`src/inc/icl_pkg.sv`:
```
/*
 Package of the interrupt control logic: register offsets, field positions,
 reset values, timing counts and shared types.
 Assumes a 40 MHz reference clock and a 32-bit AXI4-Lite register bus.
*/
package icl_pkg;
   // ****************************************************************
   // Register map (byte addresses, one aligned word each)
   // ****************************************************************
   localparam logic [7:0] ICL_CORE_CTRL_OFS   = 8'h00;
   localparam logic [7:0] ICL_PIE_BASE_OFS    = 8'h04;
   localparam logic [7:0] ICL_PIR_BASE_OFS    = 8'h14;
   localparam logic [7:0] ICL_OPTION_OFS      = 8'h24;
   localparam logic [7:0] ICL_SHADOW_BASE_OFS = 8'h28;
   localparam logic [7:0] ICL_STATE_OFS       = 8'h44;
   localparam int         ICL_NUM_PERIPH      = 4;
   localparam int         ICL_NUM_SHADOW      = 7;
   // ****************************************************************
   // Core control and option register fields
   // ****************************************************************
   localparam int ICL_GIE_BIT      = 7;
   localparam int ICL_PERIPHERAL_GROUP_IRQ_ENABLE_BIT     = 6;
   localparam int ICL_TMR_IE_BIT   = 5;
   localparam int ICL_EXT_IE_BIT   = 4;
   localparam int ICL_IOC_IE_BIT   = 3;
   localparam int ICL_TMR_IF_BIT   = 2;
   localparam int ICL_EXT_IF_BIT   = 1;
   localparam int ICL_IOC_IF_BIT   = 0;
   localparam int ICL_EDGE_SEL_BIT = 6;
   localparam logic [7:0] ICL_CTRL_RESET   = 8'h00;
   localparam logic [7:0] ICL_OPTION_RESET = 8'h40;
   // Status bits that are not part of the saved context.
   localparam logic [7:0] ICL_STATUS_KEEP  = 8'h18;
   localparam logic [15:0] ICL_IRQ_VECTOR  = 16'h0004;
   // ****************************************************************
   // Timing
   // ****************************************************************
   localparam int ICL_CLK_MHZ     = 40;
   localparam int ICL_QPHASES     = 4;
   localparam logic [1:0] ICL_RESP_OKAY   = 2'b00;
   localparam logic [1:0] ICL_RESP_SLVERR = 2'b10;

   typedef enum logic [1:0]
   {
      ICL_RUN   = 2'b00,
      ICL_ENTRY = 2'b01,
      ICL_ISR   = 2'b10,
      ICL_WAKE  = 2'b11
   } icl_seq_t;

   typedef struct packed
   {
      logic [7:0] w;
      logic [7:0] status;
      logic [7:0] bank_select_reg;
      logic [7:0] fsr0l;
      logic [7:0] fsr0h;
      logic [7:0] fsr1l;
      logic [7:0] pc_high_latch;
   } icl_ctx_t;
endpackage

```
`src/inc/icl_ctx_if.sv`:
```
/*
 Interface carrying context save/restore between the top and the shadow bank.
 Assumes one clock domain.
*/
`timescale 1ns/100ps
interface icl_ctx_if;
   import icl_pkg::*;
   logic       save;
   logic       restore;
   icl_ctx_t   live;
   icl_ctx_t   shadow;
   logic       wr;
   logic [2:0] wr_idx;
   logic [7:0] wr_data;
   modport ctl (output save, output restore, output live, output wr, output wr_idx,
                output wr_data, input shadow);
   modport bank (input save, input restore, input live, input wr, input wr_idx,
                 input wr_data, output shadow);
endinterface

```
`src/hdl/icl_top.sv`:
```
/*
 Interrupt control logic: flag capture, three-level enable gating, vectoring,
 context save/restore through the shadow bank and sleep wake-up.
 Assumes an AXI4-Lite master for registers and an instruction sequencer that
 reports return-from-interrupt, sleep entry and the fetch it has made.
*/
// The address map and the AXI4-Lite register port are this design's own decisions.
`timescale 1ns/100ps
module icl_top
   import icl_pkg::*;
#(
   parameter int NUM_PERIPH = ICL_NUM_PERIPH
)
(
   input  wire logic          ref_clk,
   input  wire logic          rstn,
   // AXI4-Lite slave.
   input  wire logic [7:0]    s_axi_awaddr,
   input  wire logic          s_axi_awvalid,
   output logic               s_axi_awready,
   input  wire logic [31:0]   s_axi_wdata,
   input  wire logic [3:0]    s_axi_wstrb,
   input  wire logic          s_axi_wvalid,
   output logic               s_axi_wready,
   output logic [1:0]         s_axi_bresp,
   output logic               s_axi_bvalid,
   input  wire logic          s_axi_bready,
   input  wire logic [7:0]    s_axi_araddr,
   input  wire logic          s_axi_arvalid,
   output logic               s_axi_arready,
   output logic [31:0]        s_axi_rdata,
   output logic [1:0]         s_axi_rresp,
   output logic               s_axi_rvalid,
   input  wire logic          s_axi_rready,
   // Event sources.
   input  wire logic          ext_pin,
   input  wire logic          timer_event,
   input  wire logic          ioc_event,
   input  wire logic [31:0]   periph_event,
   input  wire logic [31:0]   periph_async,
   // Instruction sequencer.
   input  wire logic          seq_return_from_irq_instr,
   input  wire logic          seq_sleep,
   input  wire logic          seq_fetch_done,
   input  wire icl_ctx_t      live_ctx,
   output logic               irq_flush,
   output logic               irq_push_pc,
   output logic               irq_load_vector,
   output logic [15:0]        irq_vector,
   output logic               irq_restore,
   output icl_ctx_t           restore_ctx,
   output logic               sleeping,
   output logic [1:0]         qphase
);
   // ****************************************************************
   // Elaboration checks
   // ****************************************************************
   if (NUM_PERIPH < 1 || NUM_PERIPH > ICL_NUM_PERIPH)
      $error("NUM_PERIPH must be 1 to 4");

   typedef struct packed
   {
      logic [7:0]  ctrl;
      logic [7:0]  option;
      logic [31:0] pie;
      logic [31:0] pir;
      logic [2:0]  pin_sync;
      logic        pin_edge_seen;
      icl_seq_t    seq;
      logic        asleep;
      logic        aw_ok;
      logic        w_ok;
      logic [7:0]  awaddr;
      logic [31:0] wdata;
      logic        bvalid;
      logic [1:0]  bresp;
      logic        rvalid;
      logic [31:0] rdata;
      logic [1:0]  rresp;
      logic        flush;
      logic        push;
      logic        load_vec;
      logic        restore;
   } icl_state_t;

   icl_state_t st;
   icl_state_t next_st;
   icl_ctx_if  ctx ();
   logic [1:0] phase;
   logic       cycle_end;
   logic       periph_pending;
   logic       core_pending;
   logic       any_pending;
   logic       wake_req;
   logic       edge_now;
   logic [31:0] rd_word;
   logic       rd_ok;

   icl_qphase u_qphase
   (
      .ref_clk   (ref_clk),
      .rstn      (rstn),
      .halt      (st.asleep),
      .phase     (phase),
      .cycle_end (cycle_end)
   );

   icl_shadow u_shadow
   (
      .ref_clk (ref_clk),
      .rstn    (rstn),
      .ctx     (ctx)
   );

   // ****************************************************************
   // Helpers
   // ****************************************************************
   function automatic logic in_range(input logic [7:0] a, input logic [7:0] base,
                                     input int n);
      return (a >= base) && (int'(a) < int'(base) + 4*n);
   endfunction

   function automatic logic [31:0] periph_mask(input int n);
      logic [31:0] m;
      m = '0;
      for (int i = 0; i < 8*n; i++)
         m[i] = 1'b1;
      return m;
   endfunction

   // ****************************************************************
   // Pending logic
   // ****************************************************************
   always_comb
   begin
      edge_now = st.option[ICL_EDGE_SEL_BIT] ? (st.pin_sync[2:1] == 2'b01)
                                             : (st.pin_sync[2:1] == 2'b10);
      core_pending = (st.ctrl[ICL_TMR_IE_BIT] && st.ctrl[ICL_TMR_IF_BIT])
                  || (st.ctrl[ICL_EXT_IE_BIT] && st.ctrl[ICL_EXT_IF_BIT])
                  || (st.ctrl[ICL_IOC_IE_BIT] && st.ctrl[ICL_IOC_IF_BIT]);
      periph_pending = st.ctrl[ICL_PERIPHERAL_GROUP_IRQ_ENABLE_BIT]
                    && |(st.pie & st.pir & periph_mask(NUM_PERIPH));
      any_pending = core_pending || periph_pending;
      wake_req = (st.ctrl[ICL_EXT_IE_BIT] && st.ctrl[ICL_EXT_IF_BIT])
              || (st.ctrl[ICL_IOC_IE_BIT] && st.ctrl[ICL_IOC_IF_BIT])
              || (st.ctrl[ICL_PERIPHERAL_GROUP_IRQ_ENABLE_BIT]
                  && |(st.pie & st.pir & periph_async & periph_mask(NUM_PERIPH)));
   end

   // ****************************************************************
   // Register read mux
   // ****************************************************************
   always_comb
   begin
      rd_word = '0;
      rd_ok   = 1'b1;
      if (s_axi_araddr == ICL_CORE_CTRL_OFS)
         rd_word = {24'h000000, st.ctrl};
      else if (s_axi_araddr == ICL_OPTION_OFS)
         rd_word = {24'h000000, st.option};
      else if (s_axi_araddr == ICL_STATE_OFS)
         rd_word = {28'h0000000, st.asleep, 1'b0, st.seq};
      else if (in_range(s_axi_araddr, ICL_PIE_BASE_OFS, NUM_PERIPH))
         rd_word = {24'h000000, st.pie[8*2'(s_axi_araddr[3:2] - 2'h1) +: 8]};
      else if (in_range(s_axi_araddr, ICL_PIR_BASE_OFS, NUM_PERIPH))
         rd_word = {24'h000000, st.pir[8*2'(s_axi_araddr[3:2] - 2'h1) +: 8]};
      else if (in_range(s_axi_araddr, ICL_SHADOW_BASE_OFS, ICL_NUM_SHADOW))
         rd_word = {24'h000000, ctx.shadow[8*(ICL_NUM_SHADOW - 1 -
                    int'((s_axi_araddr - ICL_SHADOW_BASE_OFS) >> 2)) +: 8]};
      else
         rd_ok = 1'b0;
   end

   // ****************************************************************
   // Next state
   // ****************************************************************
   always_comb
   begin
      logic        wr_go;
      logic [7:0]  wb;
      logic [7:0]  a;
      logic [31:0] pir_clr;
      logic [7:0]  ctrl_sw;
      logic        gie_clr;
      logic        gie_set;
      wr_go   = 1'b0;
      wb      = '0;
      a       = '0;
      pir_clr = '1;
      ctrl_sw = st.ctrl;
      gie_clr = 1'b0;
      gie_set = 1'b0;
      next_st = st;
      next_st.flush    = 1'b0;
      next_st.push     = 1'b0;
      next_st.load_vec = 1'b0;
      next_st.restore  = 1'b0;
      ctx.save    = 1'b0;
      ctx.wr      = 1'b0;
      ctx.wr_idx  = '0;
      ctx.wr_data = '0;
      // Pin passes two flip-flops, a third gives the edge.
      next_st.pin_sync = {st.pin_sync[1:0], ext_pin};

      // AXI write channel: address and data accepted in either order.
      if (s_axi_awvalid && !st.aw_ok)
      begin
         next_st.aw_ok  = 1'b1;
         next_st.awaddr = s_axi_awaddr;
      end
      if (s_axi_wvalid && !st.w_ok)
      begin
         next_st.w_ok  = 1'b1;
         next_st.wdata = s_axi_wstrb[0] ? s_axi_wdata : 32'h00000000;
      end
      if (st.aw_ok && st.w_ok && !st.bvalid)
      begin
         wr_go = 1'b1;
         a  = st.awaddr;
         wb = st.wdata[7:0];
         next_st.aw_ok  = 1'b0;
         next_st.w_ok   = 1'b0;
         next_st.bvalid = 1'b1;
         next_st.bresp  = ICL_RESP_OKAY;
      end
      if (st.bvalid && s_axi_bready)
         next_st.bvalid = 1'b0;

      if (wr_go)
      begin
         if (a == ICL_CORE_CTRL_OFS)
            ctrl_sw = wb;
         else if (a == ICL_OPTION_OFS)
            next_st.option = wb;
         else if (in_range(a, ICL_PIE_BASE_OFS, NUM_PERIPH))
            next_st.pie[8*2'(a[3:2] - 2'h1) +: 8] = wb;
         else if (in_range(a, ICL_PIR_BASE_OFS, NUM_PERIPH))
         begin
            pir_clr[8*2'(a[3:2] - 2'h1) +: 8] = wb;
         end
         else if (in_range(a, ICL_SHADOW_BASE_OFS, ICL_NUM_SHADOW))
         begin
            ctx.wr      = 1'b1;
            ctx.wr_idx  = 3'((a - ICL_SHADOW_BASE_OFS) >> 2);
            ctx.wr_data = wb;
         end
         else
            next_st.bresp = ICL_RESP_SLVERR;
      end

      // AXI read channel.
      if (s_axi_arvalid && !st.rvalid)
      begin
         next_st.rvalid = 1'b1;
         next_st.rdata  = rd_word;
         next_st.rresp  = rd_ok ? ICL_RESP_OKAY : ICL_RESP_SLVERR;
      end
      else if (st.rvalid && s_axi_rready)
         next_st.rvalid = 1'b0;

      // Software writes may clear flags; a new event in the same cycle wins.
      next_st.pir = (st.pir & pir_clr) | periph_event;
      next_st.ctrl = ctrl_sw;
      // Pin edge is latched across the quarter-four to quarter-one window.
      if (edge_now)
         next_st.pin_edge_seen = 1'b1;
      // Asleep the phase is frozen, so the pin edge is taken at once.
      if ((phase == 2'h0 || st.asleep) && st.pin_edge_seen)
      begin
         next_st.ctrl[ICL_EXT_IF_BIT] = 1'b1;
         next_st.pin_edge_seen = edge_now;
      end
      if (timer_event)
         next_st.ctrl[ICL_TMR_IF_BIT] = 1'b1;
      if (ioc_event)
         next_st.ctrl[ICL_IOC_IF_BIT] = 1'b1;

      // Sequencer. Entry decisions happen at instruction-cycle boundaries only, so
      // latency is the same for one- and two-cycle instructions.
      case (st.seq)
         ICL_RUN:
         begin
            if (seq_sleep)
               next_st.asleep = 1'b1;
            if (st.asleep)
            begin
               if (wake_req)
               begin
                  next_st.asleep = 1'b0;
                  next_st.seq = ICL_WAKE;
               end
            end
            else if (cycle_end && st.ctrl[ICL_GIE_BIT] && any_pending)
            begin
               next_st.seq   = ICL_ENTRY;
               next_st.flush = 1'b1;
               gie_clr       = 1'b1;
            end
         end
         ICL_ENTRY:
         begin
            if (cycle_end)
            begin
               next_st.push     = 1'b1;
               next_st.load_vec = 1'b1;
               ctx.save         = 1'b1;
               next_st.seq      = ICL_ISR;
            end
         end
         ICL_ISR:
         begin
            if (seq_return_from_irq_instr)
            begin
               next_st.restore = 1'b1;
               gie_set         = 1'b1;
               next_st.seq     = ICL_RUN;
            end
         end
         ICL_WAKE:
         begin
            // The fetch pulse need not meet a cycle end; RUN waits for one.
            if (seq_fetch_done)
               next_st.seq = ICL_RUN;
         end
         default:
            next_st.seq = ICL_RUN;
      endcase
      if (gie_clr)
         next_st.ctrl[ICL_GIE_BIT] = 1'b0;
      if (gie_set)
         next_st.ctrl[ICL_GIE_BIT] = 1'b1;
   end

   always_ff @(posedge ref_clk or negedge rstn)
   begin
      if (!rstn)
      begin
         st        <= '0;
         st.ctrl   <= ICL_CTRL_RESET;
         st.option <= ICL_OPTION_RESET;
         st.seq    <= ICL_RUN;
      end
      else
         st <= next_st;
   end

   assign ctx.live    = live_ctx;
   assign ctx.restore = st.restore;

   // ****************************************************************
   // Outputs
   // ****************************************************************
   icl_ctx_t restore_q;
   logic [1:0] phase_q;
   always_ff @(posedge ref_clk or negedge rstn)
   begin
      if (!rstn)
      begin
         restore_q <= '0;
         phase_q   <= '0;
      end
      else
      begin
         restore_q <= ctx.shadow;
         phase_q   <= phase;
      end
   end

   assign s_axi_awready   = !st.aw_ok;
   assign s_axi_wready    = !st.w_ok;
   assign s_axi_bvalid    = st.bvalid;
   assign s_axi_bresp     = st.bresp;
   assign s_axi_arready   = !st.rvalid;
   assign s_axi_rvalid    = st.rvalid;
   assign s_axi_rdata     = st.rdata;
   assign s_axi_rresp     = st.rresp;
   assign irq_flush       = st.flush;
   assign irq_push_pc     = st.push;
   assign irq_load_vector = st.load_vec;
   assign irq_vector      = ICL_IRQ_VECTOR;
   assign irq_restore     = st.restore;
   assign restore_ctx     = restore_q;
   assign sleeping        = st.asleep;
   assign qphase          = phase_q;
endmodule // icl_top

```
`src/hdl/icl_shadow.sv`:
```
/*
 Shadow register bank: captures the live context on interrupt entry and can be
 rewritten by software so that a changed value is restored on return.
 Assumes save and software writes never coincide with a restore.
*/
`timescale 1ns/100ps
module icl_shadow
   import icl_pkg::*;
(
   input  wire logic ref_clk,
   input  wire logic rstn,
   icl_ctx_if.bank   ctx
);
   typedef struct packed
   {
      icl_ctx_t sh;
   } icl_sh_state_t;
   icl_sh_state_t st;
   icl_sh_state_t next_st;

   always_comb
   begin
      next_st = st;
      if (ctx.save)
      begin
         next_st.sh = ctx.live;
         next_st.sh.status = ctx.live.status & ~ICL_STATUS_KEEP;
      end
      else if (ctx.wr && (int'(ctx.wr_idx) < ICL_NUM_SHADOW))
         next_st.sh[8*(ICL_NUM_SHADOW-1-int'(ctx.wr_idx)) +: 8] = ctx.wr_data;
   end

   always_ff @(posedge ref_clk or negedge rstn)
   begin
      if (!rstn)
         st <= '0;
      else
         st <= next_st;
   end

   assign ctx.shadow = st.sh;
endmodule // icl_shadow

```
`src/hdl/icl_qphase.sv`:
```
/*
 Quarter-phase generator: divides the reference clock into instruction cycles
 of four quarter phases. Assumes the reference clock is the system clock.
*/
`timescale 1ns/100ps
module icl_qphase
   import icl_pkg::*;
(
   input  wire logic       ref_clk,
   input  wire logic       rstn,
   input  wire logic       halt,
   output logic [1:0]      phase,
   output logic            cycle_end
);
   typedef struct packed
   {
      logic [1:0] q;
   } icl_qp_state_t;
   icl_qp_state_t st;
   icl_qp_state_t next_st;

   always_comb
   begin
      next_st = st;
      // While asleep the phase stands still, as the system clock would.
      if (!halt)
         next_st.q = st.q + 2'h1;
   end

   always_ff @(posedge ref_clk or negedge rstn)
   begin
      if (!rstn)
         st <= '0;
      else
         st <= next_st;
   end

   assign phase     = st.q;
   assign cycle_end = (st.q == 2'h3) && !halt;
endmodule // icl_qphase

```
`config.mk`:
```
export PLATFORM = sky130hd
export DESIGN_NAME = icl_top
export DESIGN_NICKNAME = d
export VERILOG_FILES = /design/src/inc/icl_pkg.sv /design/src/inc/icl_ctx_if.sv /design/src/hdl/icl_top.sv /design/src/hdl/icl_shadow.sv /design/src/hdl/icl_qphase.sv
export SDC_FILE = /design/constraint.sdc
export NUM_CORES = 1
export LEC_CHECK = 0
export BUFFER_PORTS_ARGS = -buffer_cell sky130_fd_sc_hd__buf_2
export CAP_MARGIN = 20
export CORE_UTILIZATION = 48
export CTS_CLUSTER_SIZE = 8
export DETAILED_ROUTE_END_ITERATION = 6
export PLACE_DENSITY = 0.77
export RECOVER_POWER = 50
export SLEW_MARGIN = 10
export SYNTH_ARGS = -nofsm -noshare
export SYNTH_HDL_FRONTEND = slang
export SYNTH_SLANG_ARGS = --single-unit
```
`constraint.sdc`:
```
create_clock -name ref_clk -period 3.8 [get_ports ref_clk]
set_input_delay 0.19 -clock ref_clk [delete_from_list [all_inputs] [get_ports ref_clk]]
set_output_delay 0.19 -clock ref_clk [all_outputs]
set_load 0.01 [all_outputs]
```
Word level (Yosys, flattened, before mapping)
Index checks and enable logic that the tools add are counted.
{"block": "classes", "n_div": 0, "n_reduce_logical": 62, "eq_ne": 14, "muxes": 85, "magnitude_cmp": 13, "n_shift": 7, "n_bitwise": 8, "addsub": 9, "multipliers": 0}
{"cell": "32-bit two-way mux", "n": 5}
{"cell": "8-bit two-way mux", "n": 17}
{"cell": "56-bit two-way mux", "n": 2}
{"cell": "32-bit AND", "n": 3}
{"cell": "32-bit OR", "n": 2}
{"cell": "32-bit OR reduction", "n": 2}
{"cell": "32-bit by 6-bit variable part select with 8-bit output", "n": 2}
{"cell": "56-bit bitwise mux", "n": 1}
{"cell": "8-bit by 33-bit variable shift with 56-bit output (first input constant)", "n": 1}
{"cell": "56-bit by 32-bit variable part select with 8-bit output", "n": 1}
{"cell": "8-bit by 33-bit variable part select with 56-bit output", "n": 1}
{"cell": "1-bit two-way mux", "n": 35}
{"cell": "5-bit negation with 34-bit output", "n": 1}
{"cell": "8-bit by 34-bit variable shift with 32-bit output (first input constant)", "n": 1}
{"cell": "8-bit by 34-bit variable part select with 32-bit output", "n": 1}
{"cell": "32-bit negation with 33-bit output", "n": 1}
{"cell": "32-bit bitwise mux", "n": 1}
{"cell": "32-bit NOT", "n": 1}
{"cell": "2-bit two-way mux", "n": 15}
{"cell": "3-bit by 29-bit subtractor with 29-bit output (first input constant)", "n": 1}
{"cell": "3-bit two-way mux", "n": 8}
{"cell": "2-bit nonzero test", "n": 12}
{"cell": "1-bit logical AND", "n": 23}
{"cell": "8-bit by 6-bit equality test with 1-bit output (second input constant)", "n": 2}
{"cell": "28 further kinds", "n": 59}
{"block": "word_totals", "mem_count": 0, "input_bits": 185, "ff_bits": 263, "word_cells": 239, "mem_bits_rw": 0, "rom_bits": 0, "output_inout_bits": 120, "latch_bits": 0}

Longest topological paths before layout
Gate-level depths: netlist of the first run.
{"block": "depth", "ltp_word": 17, "mapped_depth": 18, "mapped_depth_nobuf": 16}

By module
Synthesis of the first run repeated with hierarchy kept, for this count alone.
{"block": "unflattened", "hier_cells": 1070, "area_unflattened_um2": 11892.7}
{"mod": "icl_top", "n_inst": 1, "seq_area_each_um2": 4480.5, "cells_each": 791, "area_each_um2": 8768.4}
{"mod": "icl_shadow", "n_inst": 1, "seq_area_each_um2": 1401.3, "cells_each": 273, "area_each_um2": 3029.2}
{"mod": "icl_qphase", "n_inst": 1, "seq_area_each_um2": 50.0, "cells_each": 6, "area_each_um2": 95.1}

Worst setup path before layout of the first run
Ideal clock, no wire load.
{"block": "synth_timing", "path_kind": "register to register", "from": "register st[78] (netlist name)", "to": "register u_shadow.st (netlist bit u_shadow.ctx.shadow[15])", "stages_incl_launch_ff": 18, "arrival_ns": 3.530, "setup_slack_ns": 0.134, "period_less_slack_ns": 3.666, "path_cell_list": "dfrtp_1 > buf_2 > or2_1 > a32oi_4 > nor2_1 > nand2_1 > inv_1 > ha_1 > xnor2_1 > nand2b_1 > inv_1 > ha_1 > nor4_1 > nand2_1 > nor4_4 > buf_2 > nor4b_4 > a21oi_1"}
{"block": "synth_between", "elab_chain_cells": 15, "elab_cells_between_ends": 41, "cone_classes": "add/sub (3); order compare (7); eq/ne (1); shift (2); mux (22); reduce/logical (6)"}
{"element": "start, declared", "line_no": "icl_top.sv:86", "rtl": "icl_state_t st;"}
{"element": "start signal, assigned", "line_no": "icl_top.sv:344", "rtl": "st <= next_st;"}
{"element": "8-bit two-way mux *", "line_no": "icl_top.sv:216", "rtl": "if (st.aw_ok && st.w_ok && !st.bvalid)"}
{"element": "8-bit by 6-bit greater-or-equal comparator with 1-bit output / 8-bit by 7-bit less-than comparator with 1-bit output (equally long branches)", "line_no": "icl_top.sv:120", "rtl": "return (a >= base) && (int'(a) < int'(base) + 4*n);"}
{"element": "1-bit logical AND", "line_no": "icl_top.sv:120"}
{"element": "3-bit two-way mux", "line_no": "icl_top.sv:241", "rtl": "else if (in_range(a, ICL_SHADOW_BASE_OFS, ICL_NUM_SHADOW))"}
{"element": "3-bit two-way mux", "line_no": "icl_top.sv:237", "rtl": "else if (in_range(a, ICL_PIR_BASE_OFS, NUM_PERIPH))"}
{"element": "3-bit two-way mux", "line_no": "icl_top.sv:235", "rtl": "else if (in_range(a, ICL_PIE_BASE_OFS, NUM_PERIPH))"}
{"element": "3-bit two-way mux", "line_no": "icl_top.sv:233", "rtl": "else if (a == ICL_OPTION_OFS)"}
{"element": "3-bit two-way mux", "line_no": "icl_top.sv:231", "rtl": "if (a == ICL_CORE_CTRL_OFS)"}
{"element": "3-bit two-way mux", "line_no": "icl_top.sv:229", "rtl": "if (wr_go)"}
{"element": "3-bit by 3-bit subtractor with 4-bit output", "line_no": "icl_shadow.sv:30", "rtl": "next_st.sh[8*(ICL_NUM_SHADOW-1-int'(ctx.wr_idx)) +: 8] = ctx.wr_data;"}
{"element": "32-bit negation with 33-bit output", "line_no": "icl_shadow.sv:30"}
{"element": "8-bit by 33-bit variable part select with 56-bit output / 8-bit by 33-bit variable shift with 56-bit output (equally long branches)", "line_no": "icl_shadow.sv:30"}
{"element": "56-bit bitwise mux", "line_no": "icl_shadow.sv:30"}
{"element": "56-bit two-way mux", "line_no": "icl_shadow.sv:29", "rtl": "else if (ctx.wr && (int'(ctx.wr_idx) < ICL_NUM_SHADOW))"}
{"element": "56-bit two-way mux", "line_no": "icl_shadow.sv:24", "rtl": "if (ctx.save)"}
{"element": "end signal, assigned", "line_no": "icl_shadow.sv:38", "rtl": "st <= next_st;"}
{"element": "end, declared", "line_no": "icl_shadow.sv:18", "rtl": "icl_sh_state_t st;"}
Every way passes the cells marked *; elsewhere a longest branch is shown, timed or not. The select of a mux whose other input is x is not followed.
A chain may end at the register's enable or synchronous reset.

Worst setup path after layout of the first run
{"block": "layout_timing", "from": "register st[78] (netlist name)", "to": "register u_shadow.st (netlist bit u_shadow.ctx.shadow[12])"}
The elaborated chain is that of the path after synthesis.

==> results.json, run 1 <==
{
  "period_needed_ns": 3.73,
  "drc": 0,
  "synth_flop_cell": "dfrtp_1",
  "die_h_microns": 158,
  "drtIter0Drc": 1038,
  "layout-drive-gt1-share_pct": 21.0,
  "status": "completed",
  "synth.cell_area_sq_um": 11700,
  "synthArstFlopShare_pct": 100,
  "ios": 305,
  "final-seq-area_sq_um": 5930,
  "clk_root_buffer_cell": "clkbuf_16",
  "cts.sinks": 237,
  "maxCapViolCount": 0,
  "worst-r2r-setup-slack_ns": 0.07,
  "ir_worst_vdd_uv": 506,
  "ys_warn_count": 0,
  "dp_hpwl_microns": 25600,
  "finClkSkew_ns": 0.0185,
  "grt_pass1_wl_microns": 57500,
  "nFillCells": 1886,
  "tightest_slew_ns": 1.01,
  "die_w_microns": 158,
  "drt_wl_total_microns": 38200,
  "syn_to_final_growth_pct": 29.2,
  "via_per_inst": 5.90,
  "final_cell_mix": "dfrtp_1 (235), buf_2 (156), dlygate4sd3_1 (107)",
  "cts_made_buffers": 35,
  "multi_input_area_sq_um": 5300,
  "min_path_type": "primary input to flip-flop",
  "placed_cells": 1569,
  "core_region_area_sq_um": 23700,
  "power_mw": 9.05,
  "fin_cells": 1729,
  "synth-edff-count": 0,
  "final_common_cell": "dfrtp_1",
  "track_usage_pct": 31.0,
  "grt_overflow": 0,
  "rows": 56,
  "start_util_pct": 49.3,
  "netlist_instances": 1049,
  "cts_max_path_buffers": 3,
  "final-setup-viol-count": 0,
  "nets": 1601,
  "cp_max_fo": 6,
  "cts_tree": "done",
  "slowest_delay_ns": 0.45,
  "crit_top_cell": "buf_4",
  "cp_slowest_cell": "dfrtp_2",
  "synth_cell_types": 70,
  "first_pass_iters": 6,
  "worst-path-buf-inv": 4,
  "ys_seq_elements": 237,
  "crit_type": "flip-flop to flip-flop",
  "clock.fmax_ghz": 0.268,
  "leakagePower_nw": 6.84,
  "cp_cell_sequence": "nor4b_4 > a32o_2 > nand2_1 > nor2_4 > ha_4 > xnor2_1 > nand2b_1 > inv_1 > ha_2 > nor4_4 > nand2_1 > nor4_4 > buf_4 > buf_4 > buf_4 > nand3_1 > o2bb2ai_2 > a21oi_1",
  "clkTransAtPathRegs_ns": 0.05,
  "powerDensity_nw_per_um2": 600,
  "startpoint_type": "flip-flop",
  "grt_pass1_vias": 10211,
  "crit_arrival_ns": 4.15,
  "grt_max_degree": 125,
  "seq_area_frac_synth_pct": 50.9,
  "slew_viol_final": 0,
  "fin_tns_setup_ns": 0,
  "vias": 10205,
  "avgSynthCellArea_sq_um": 11.1,
  "portBuffers": 234,
  "gp_congestion": 0.965,
  "wl_per_cell_microns": 22.1,
  "cpLargestDelayFamily": "simple AND/OR/NAND/NOR gates",
  "htreeDepth": 2,
  "cp.required_ns": 4.22,
  "clk_latency_ns": 0.52,
  "worstSetupEndpointType": "flip-flop",
  "die-area_sq_um": 24900,
  "ant_nets": 0,
  "antenna_found_initial": 2,
  "hold_viol_final": 0,
  "slew_headroom_pct": 32.7,
  "timing.final.crit_share_pct": 98.1
}
-- worst min-delay path, cell delays in order --
cell	delay [ns]
buf_2	0.08
and2_1	0.12
a211o_1	0.10
-- logic make-up (layout without fill, tap and decap cells) --
| family | Yosys count | count (layout) | synth area share, % |
|---|---|---|---|
| flip-flops | 237 | 237 | 50.9 |
| AO/OA/AOI/OAI | 226 | 226 | 13.8 |
| buffers and inverters | 121 | 438 | 5.77 |
| adder cells (fa/ha/maj) | 15 | 15 | 1.61 |
| multiplexers | 99 | 99 | 11.6 |
| AND/OR/NAND/NOR | 342 | 342 | 15.8 |
| XOR/XNOR | 7 | 7 | 0.526 |
| other | 2 | 46 | 0.0644 |
-- per-stage QoR --
step | hold slack (ns) | utilization, % | instance area (sq um) | setup slack [ns]
after floorplan | -0.106 | - | 11800 | 0.134
after global placement | 0.302 | 55.0 | 13000 | 0.0817
after detailed placement | 0.301 | 55.0 | 13000 | -0.171
after CTS | 0.000988 | 63.8 | 15100 | 0.00881
after global routing | 0.0106 | 63.6 | 15100 | -0.0553
final | 0.00413 | 63.6 | 15100 | 0.0708
-- Yosys cell counts (5+ instances only) --
library cell | number | area (sq um)
nand4_1 | 11 | 68.8
o2bb2ai_1 | 14 | 123
o211ai_1 | 10 | 75.1
buf_1 | 7 | 26.3
mux2_2 | 13 | 146
xnor2_1 | 5 | 43.8
a221oi_1 | 12 | 105
nand2b_1 | 36 | 225
o21ai_1 | 16 | 80.1
mux2i_1 | 27 | 270
a21oi_1 | 27 | 135
mux4_2 | 24 | 541
nand2_1 | 86 | 323
mux2_1 | 35 | 394
nor3_1 | 8 | 40.0
o21ai_0 | 56 | 280
or3_1 | 7 | 43.8
a21o_1 | 9 | 67.6
a211o_1 | 12 | 105
a221o_1 | 18 | 180
dfrtp_1 | 236 | 5910
and2_1 | 8 | 50.1
o22ai_1 | 8 | 50.1
clkbuf_1 | 29 | 109
a22o_1 | 16 | 140
nor2_1 | 64 | 240
o31ai_1 | 6 | 45.0
nand3b_1 | 6 | 45.0
inv_1 | 14 | 52.6
ha_1 | 15 | 188
and3_1 | 8 | 50.1
nor2b_1 | 12 | 75.1
buf_4 | 54 | 405
nand3_1 | 56 | 280
buf_2 | 13 | 65.1
-- layout make-up --
type | instances | area share [%]
antenna | 1 | 0.0166
clock buffer | 42 | 5.98
clock inverter | 3 | 0.349
inverter | 18 | 0.448
multi-input combinational | 734 | 35.2
sequential | 237 | 39.4
tap | 319 | 2.65
timing repair buffer | 375 | 16.0
-- registers in the layout, indices dropped and copies added (netlist names), named ones only --
signal and flops:
qphase 2, next_st 2, s_axi_rvalid 1, u_shadow.ctx.shadow 56, s_axi_rresp 1, s_axi_bvalid 1, irq_restore 1, st 102
sleeping 1, irq_load_vector 1, restore_ctx 56, u_qphase.phase 2, s_axi_rdata 8, irq_flush 1
-- where the power goes --
part	switching (mW)	internal, mW
combinational	1.30	1.08
sequential	0.824	3.08
clock	1.10	1.66
-- what timing repair did --
action | 4_1_cts | 5_1_grt
hold endpoints to repair | 223 | 0
hold buffers | 107 | 0
resized for setup | 5 | 10
setup endpoints to repair | 23 | 48
buffers inserted | 4 | 3
pin swaps | 2 | 4
-- final timing paths --
kind | startpoint | endpoint | cells after the start
hold / removal | live_ctx[22] | u_shadow.ctx.shadow[22] | 3
hold reg to reg | next_st[89] | next_st[90] | 0
min in group asynchronous | rstn | restore_ctx[21] | 2
setup reg to reg | st[78] | u_shadow.ctx.shadow[12] | 18
setup / recovery | st[78] | u_shadow.ctx.shadow[12] | 18
max in group asynchronous | rstn | st[118] | 3
-- routing by layer --
layer	vias up	track usage, %	part of all wire [%]
met5	-	0	0.034
met4	2	12.9	4.1
met3	144	5.89	9.2
met2	645	49.5	47
met1	4971	41.3	39
li1	4443	-	-
Power figures use the tool's default switching activity.
==> inputs of run 2 (changes only) <==
CORE_UTILIZATION = 53   (was 48)
PLACE_DENSITY = 0.8   (was 0.77)
RECOVER_POWER = 25   (was 50)
clock period = 3.9 ns   (was 3.8 ns; I/O delays follow)
==> run 2 against run 1 <==
The flow now finishes with violations (capacitance limit, slew limit). Global-route usage is 4.2 points higher. Via count is 0.64% higher. Power fell by 1.7%. Critical path type unchanged. Critical endpoint is now u_shadow.ctx.shadow[34]. Largest power group unchanged.
==> results.json, run 2 (same netlist as run 1, synthesis figures left out) <==
{
  "status": "finished, violations left",
  "violations": "capacitance limit, slew limit",
  "ir_worst_vdd_uv": 484,
  "clk_root_buffer_cell": "clkbuf_16",
  "clock.fmax_ghz": 0.267,
  "final_util_pct": 70.6,
  "track_usage_pct": 35.2,
  "leakagePower_nw": 7.08,
  "stdcell_area_sq_um": 15000,
  "vias": 10270,
  "drt_wl_total_microns": 38900,
  "worstSetupEndpointType": "flip-flop",
  "tightest_slew_ns": 2.92,
  "dp_slack_ns": 0.0487,
  "top_register": "st",
  "nets": 1596,
  "fin_tns_setup_ns": 0,
  "startpoint_type": "flip-flop",
  "rows": 53,
  "cts_max_path_buffers": 3,
  "antenna_found_initial": 2,
  "via_per_inst": 6.11,
  "grt_pass1_wl_microns": 58700,
  "gp_congestion": 0.977,
  "cts_tree": "done",
  "power_mw": 8.89,
  "hold_viol_final": 0,
  "drtIter0Drc": 926,
  "period_needed_ns": 3.75,
  "min_path_type": "primary input to flip-flop",
  "grt_setup_unrepaired": "yes",
  "maxCapViolCount": 1,
  "slew_headroom_pct": -94.5,
  "first_pass_iters": 5,
  "cp.required_ns": 4.28,
  "cts.sinks": 237,
  "crit_arrival_ns": 4.13,
  "ant_nets": 0,
  "grt_overflow": 0,
  "cts_made_buffers": 35,
  "grt_max_degree": 116,
  "syn_to_final_growth_pct": 28.9,
  "largest_reg_flops": 102,
  "grt_pass1_vias": 10191,
  "layout-drive-gt1-share_pct": 26.2,
  "htreeDepth": 2,
  "wl_per_cell_microns": 23.2,
  "clk_latency_ns": 0.52,
  "dp_hpwl_microns": 25300,
  "fin_ws_ns": 0.152,
  "final_common_cell": "dfrtp_1",
  "core_region_area_sq_um": 21300,
  "final-setup-viol-count": 0,
  "final_cell_mix": "dfrtp_1 (235), buf_2 (233), dlygate4sd3_1 (107)",
  "place_area_sq_um": 13000,
  "timing.final.crit_share_pct": 96.1,
  "crit_type": "flip-flop to flip-flop",
  "drc": 0,
  "die_w_microns": 150,
  "die_h_microns": 150,
  "cp_max_fo": 8,
  "die-area_sq_um": 22600,
  "clkTransAtPathRegs_ns": 0.05,
  "portBuffers": 234,
  "powerDensity_nw_per_um2": 592,
  "finClkSkew_ns": 0.0179,
  "ios": 305,
  "start_util_pct": 54.8,
  "slew_viol_final": 115
}
-- run 2: timing repair --
action / in CTS / in global routing
hold buffers: 107 / 0
buffers inserted: 0 / 4
setup endpoints to repair: 0 / 40
hold endpoints to repair: 215 / 0
gates resized for setup: 0 / 9
-- run 2: worst max-delay path: stages (launching register included) --
cell and delay (ns):
dfrtp_1 0.43, or2_1 0.30, a32o_2 0.29, nand2_1 0.14, nor2_2 0.06, ha_2 0.21
xnor2_1 0.13, nand2b_1 0.14, inv_1 0.05, ha_1 0.33, nor4_2 0.19, nand2_1 0.14
nor4_4 0.41, a31oi_1 0.39, a221o_1 0.41
-- run 2: worst paths after layout --
| kind | start | slack, ns | to | depth (start not counted) |
|---|---|---|---|---|
| worst min-delay path | live_ctx[21] | 0.02 | u_shadow.ctx.shadow[21] | 3 |
| worst min register to register | next_st[89] | 0.35 | next_st[90] | 0 |
| max in group asynchronous | rstn | 0.84 | st[81] | 2 |
| min in group asynchronous | rstn | 1.11 | u_shadow.ctx.shadow[18] | 2 |
| worst max-delay path | st[78] | 0.15 | u_shadow.ctx.shadow[34] | 14 |
| worst max register to register | st[78] | 0.15 | u_shadow.ctx.shadow[34] | 14 |
-- run 2: layer usage --
metal	vias to the layer above	track usage (%)	routed length [microns]
li1	4424	-	-
met1	5071	47.4	15500
met4	2	17.0	1930
met2	629	55.3	18200
met3	144	6.09	3230
met5	-	0	13
-- run 2: final cells by class --
type,count,area [sq um]
Fill cell,1438,6250
Timing Repair Buffer,370,2470
Antenna cell,1,2.50
Clock inverter,4,57.6
Inverter,18,67.6
Tap cell,275,344
Clock buffer,41,898
Sequential cell,237,5930
Multi-Input combinational cell,734,5260
-- run 2: power breakdown --
group / internal, mW / total (mW) / switching [mW] / leakage [nW]
registers: 3.00 / 3.82 / 0.812 / 2.89
logic: 1.10 / 2.38 / 1.29 / 3.72
clock network: 1.62 / 2.70 / 1.08 / 0.466
-- run 2: through the flow --
stage                     std cells  hold WS, ns
final                          1680       0.0154
after global routing           1680       0.0146
after CTS                      1675      0.00453
after detailed placement       1523        0.305
after global placement         1523        0.304
after floorplan                1092       -0.101
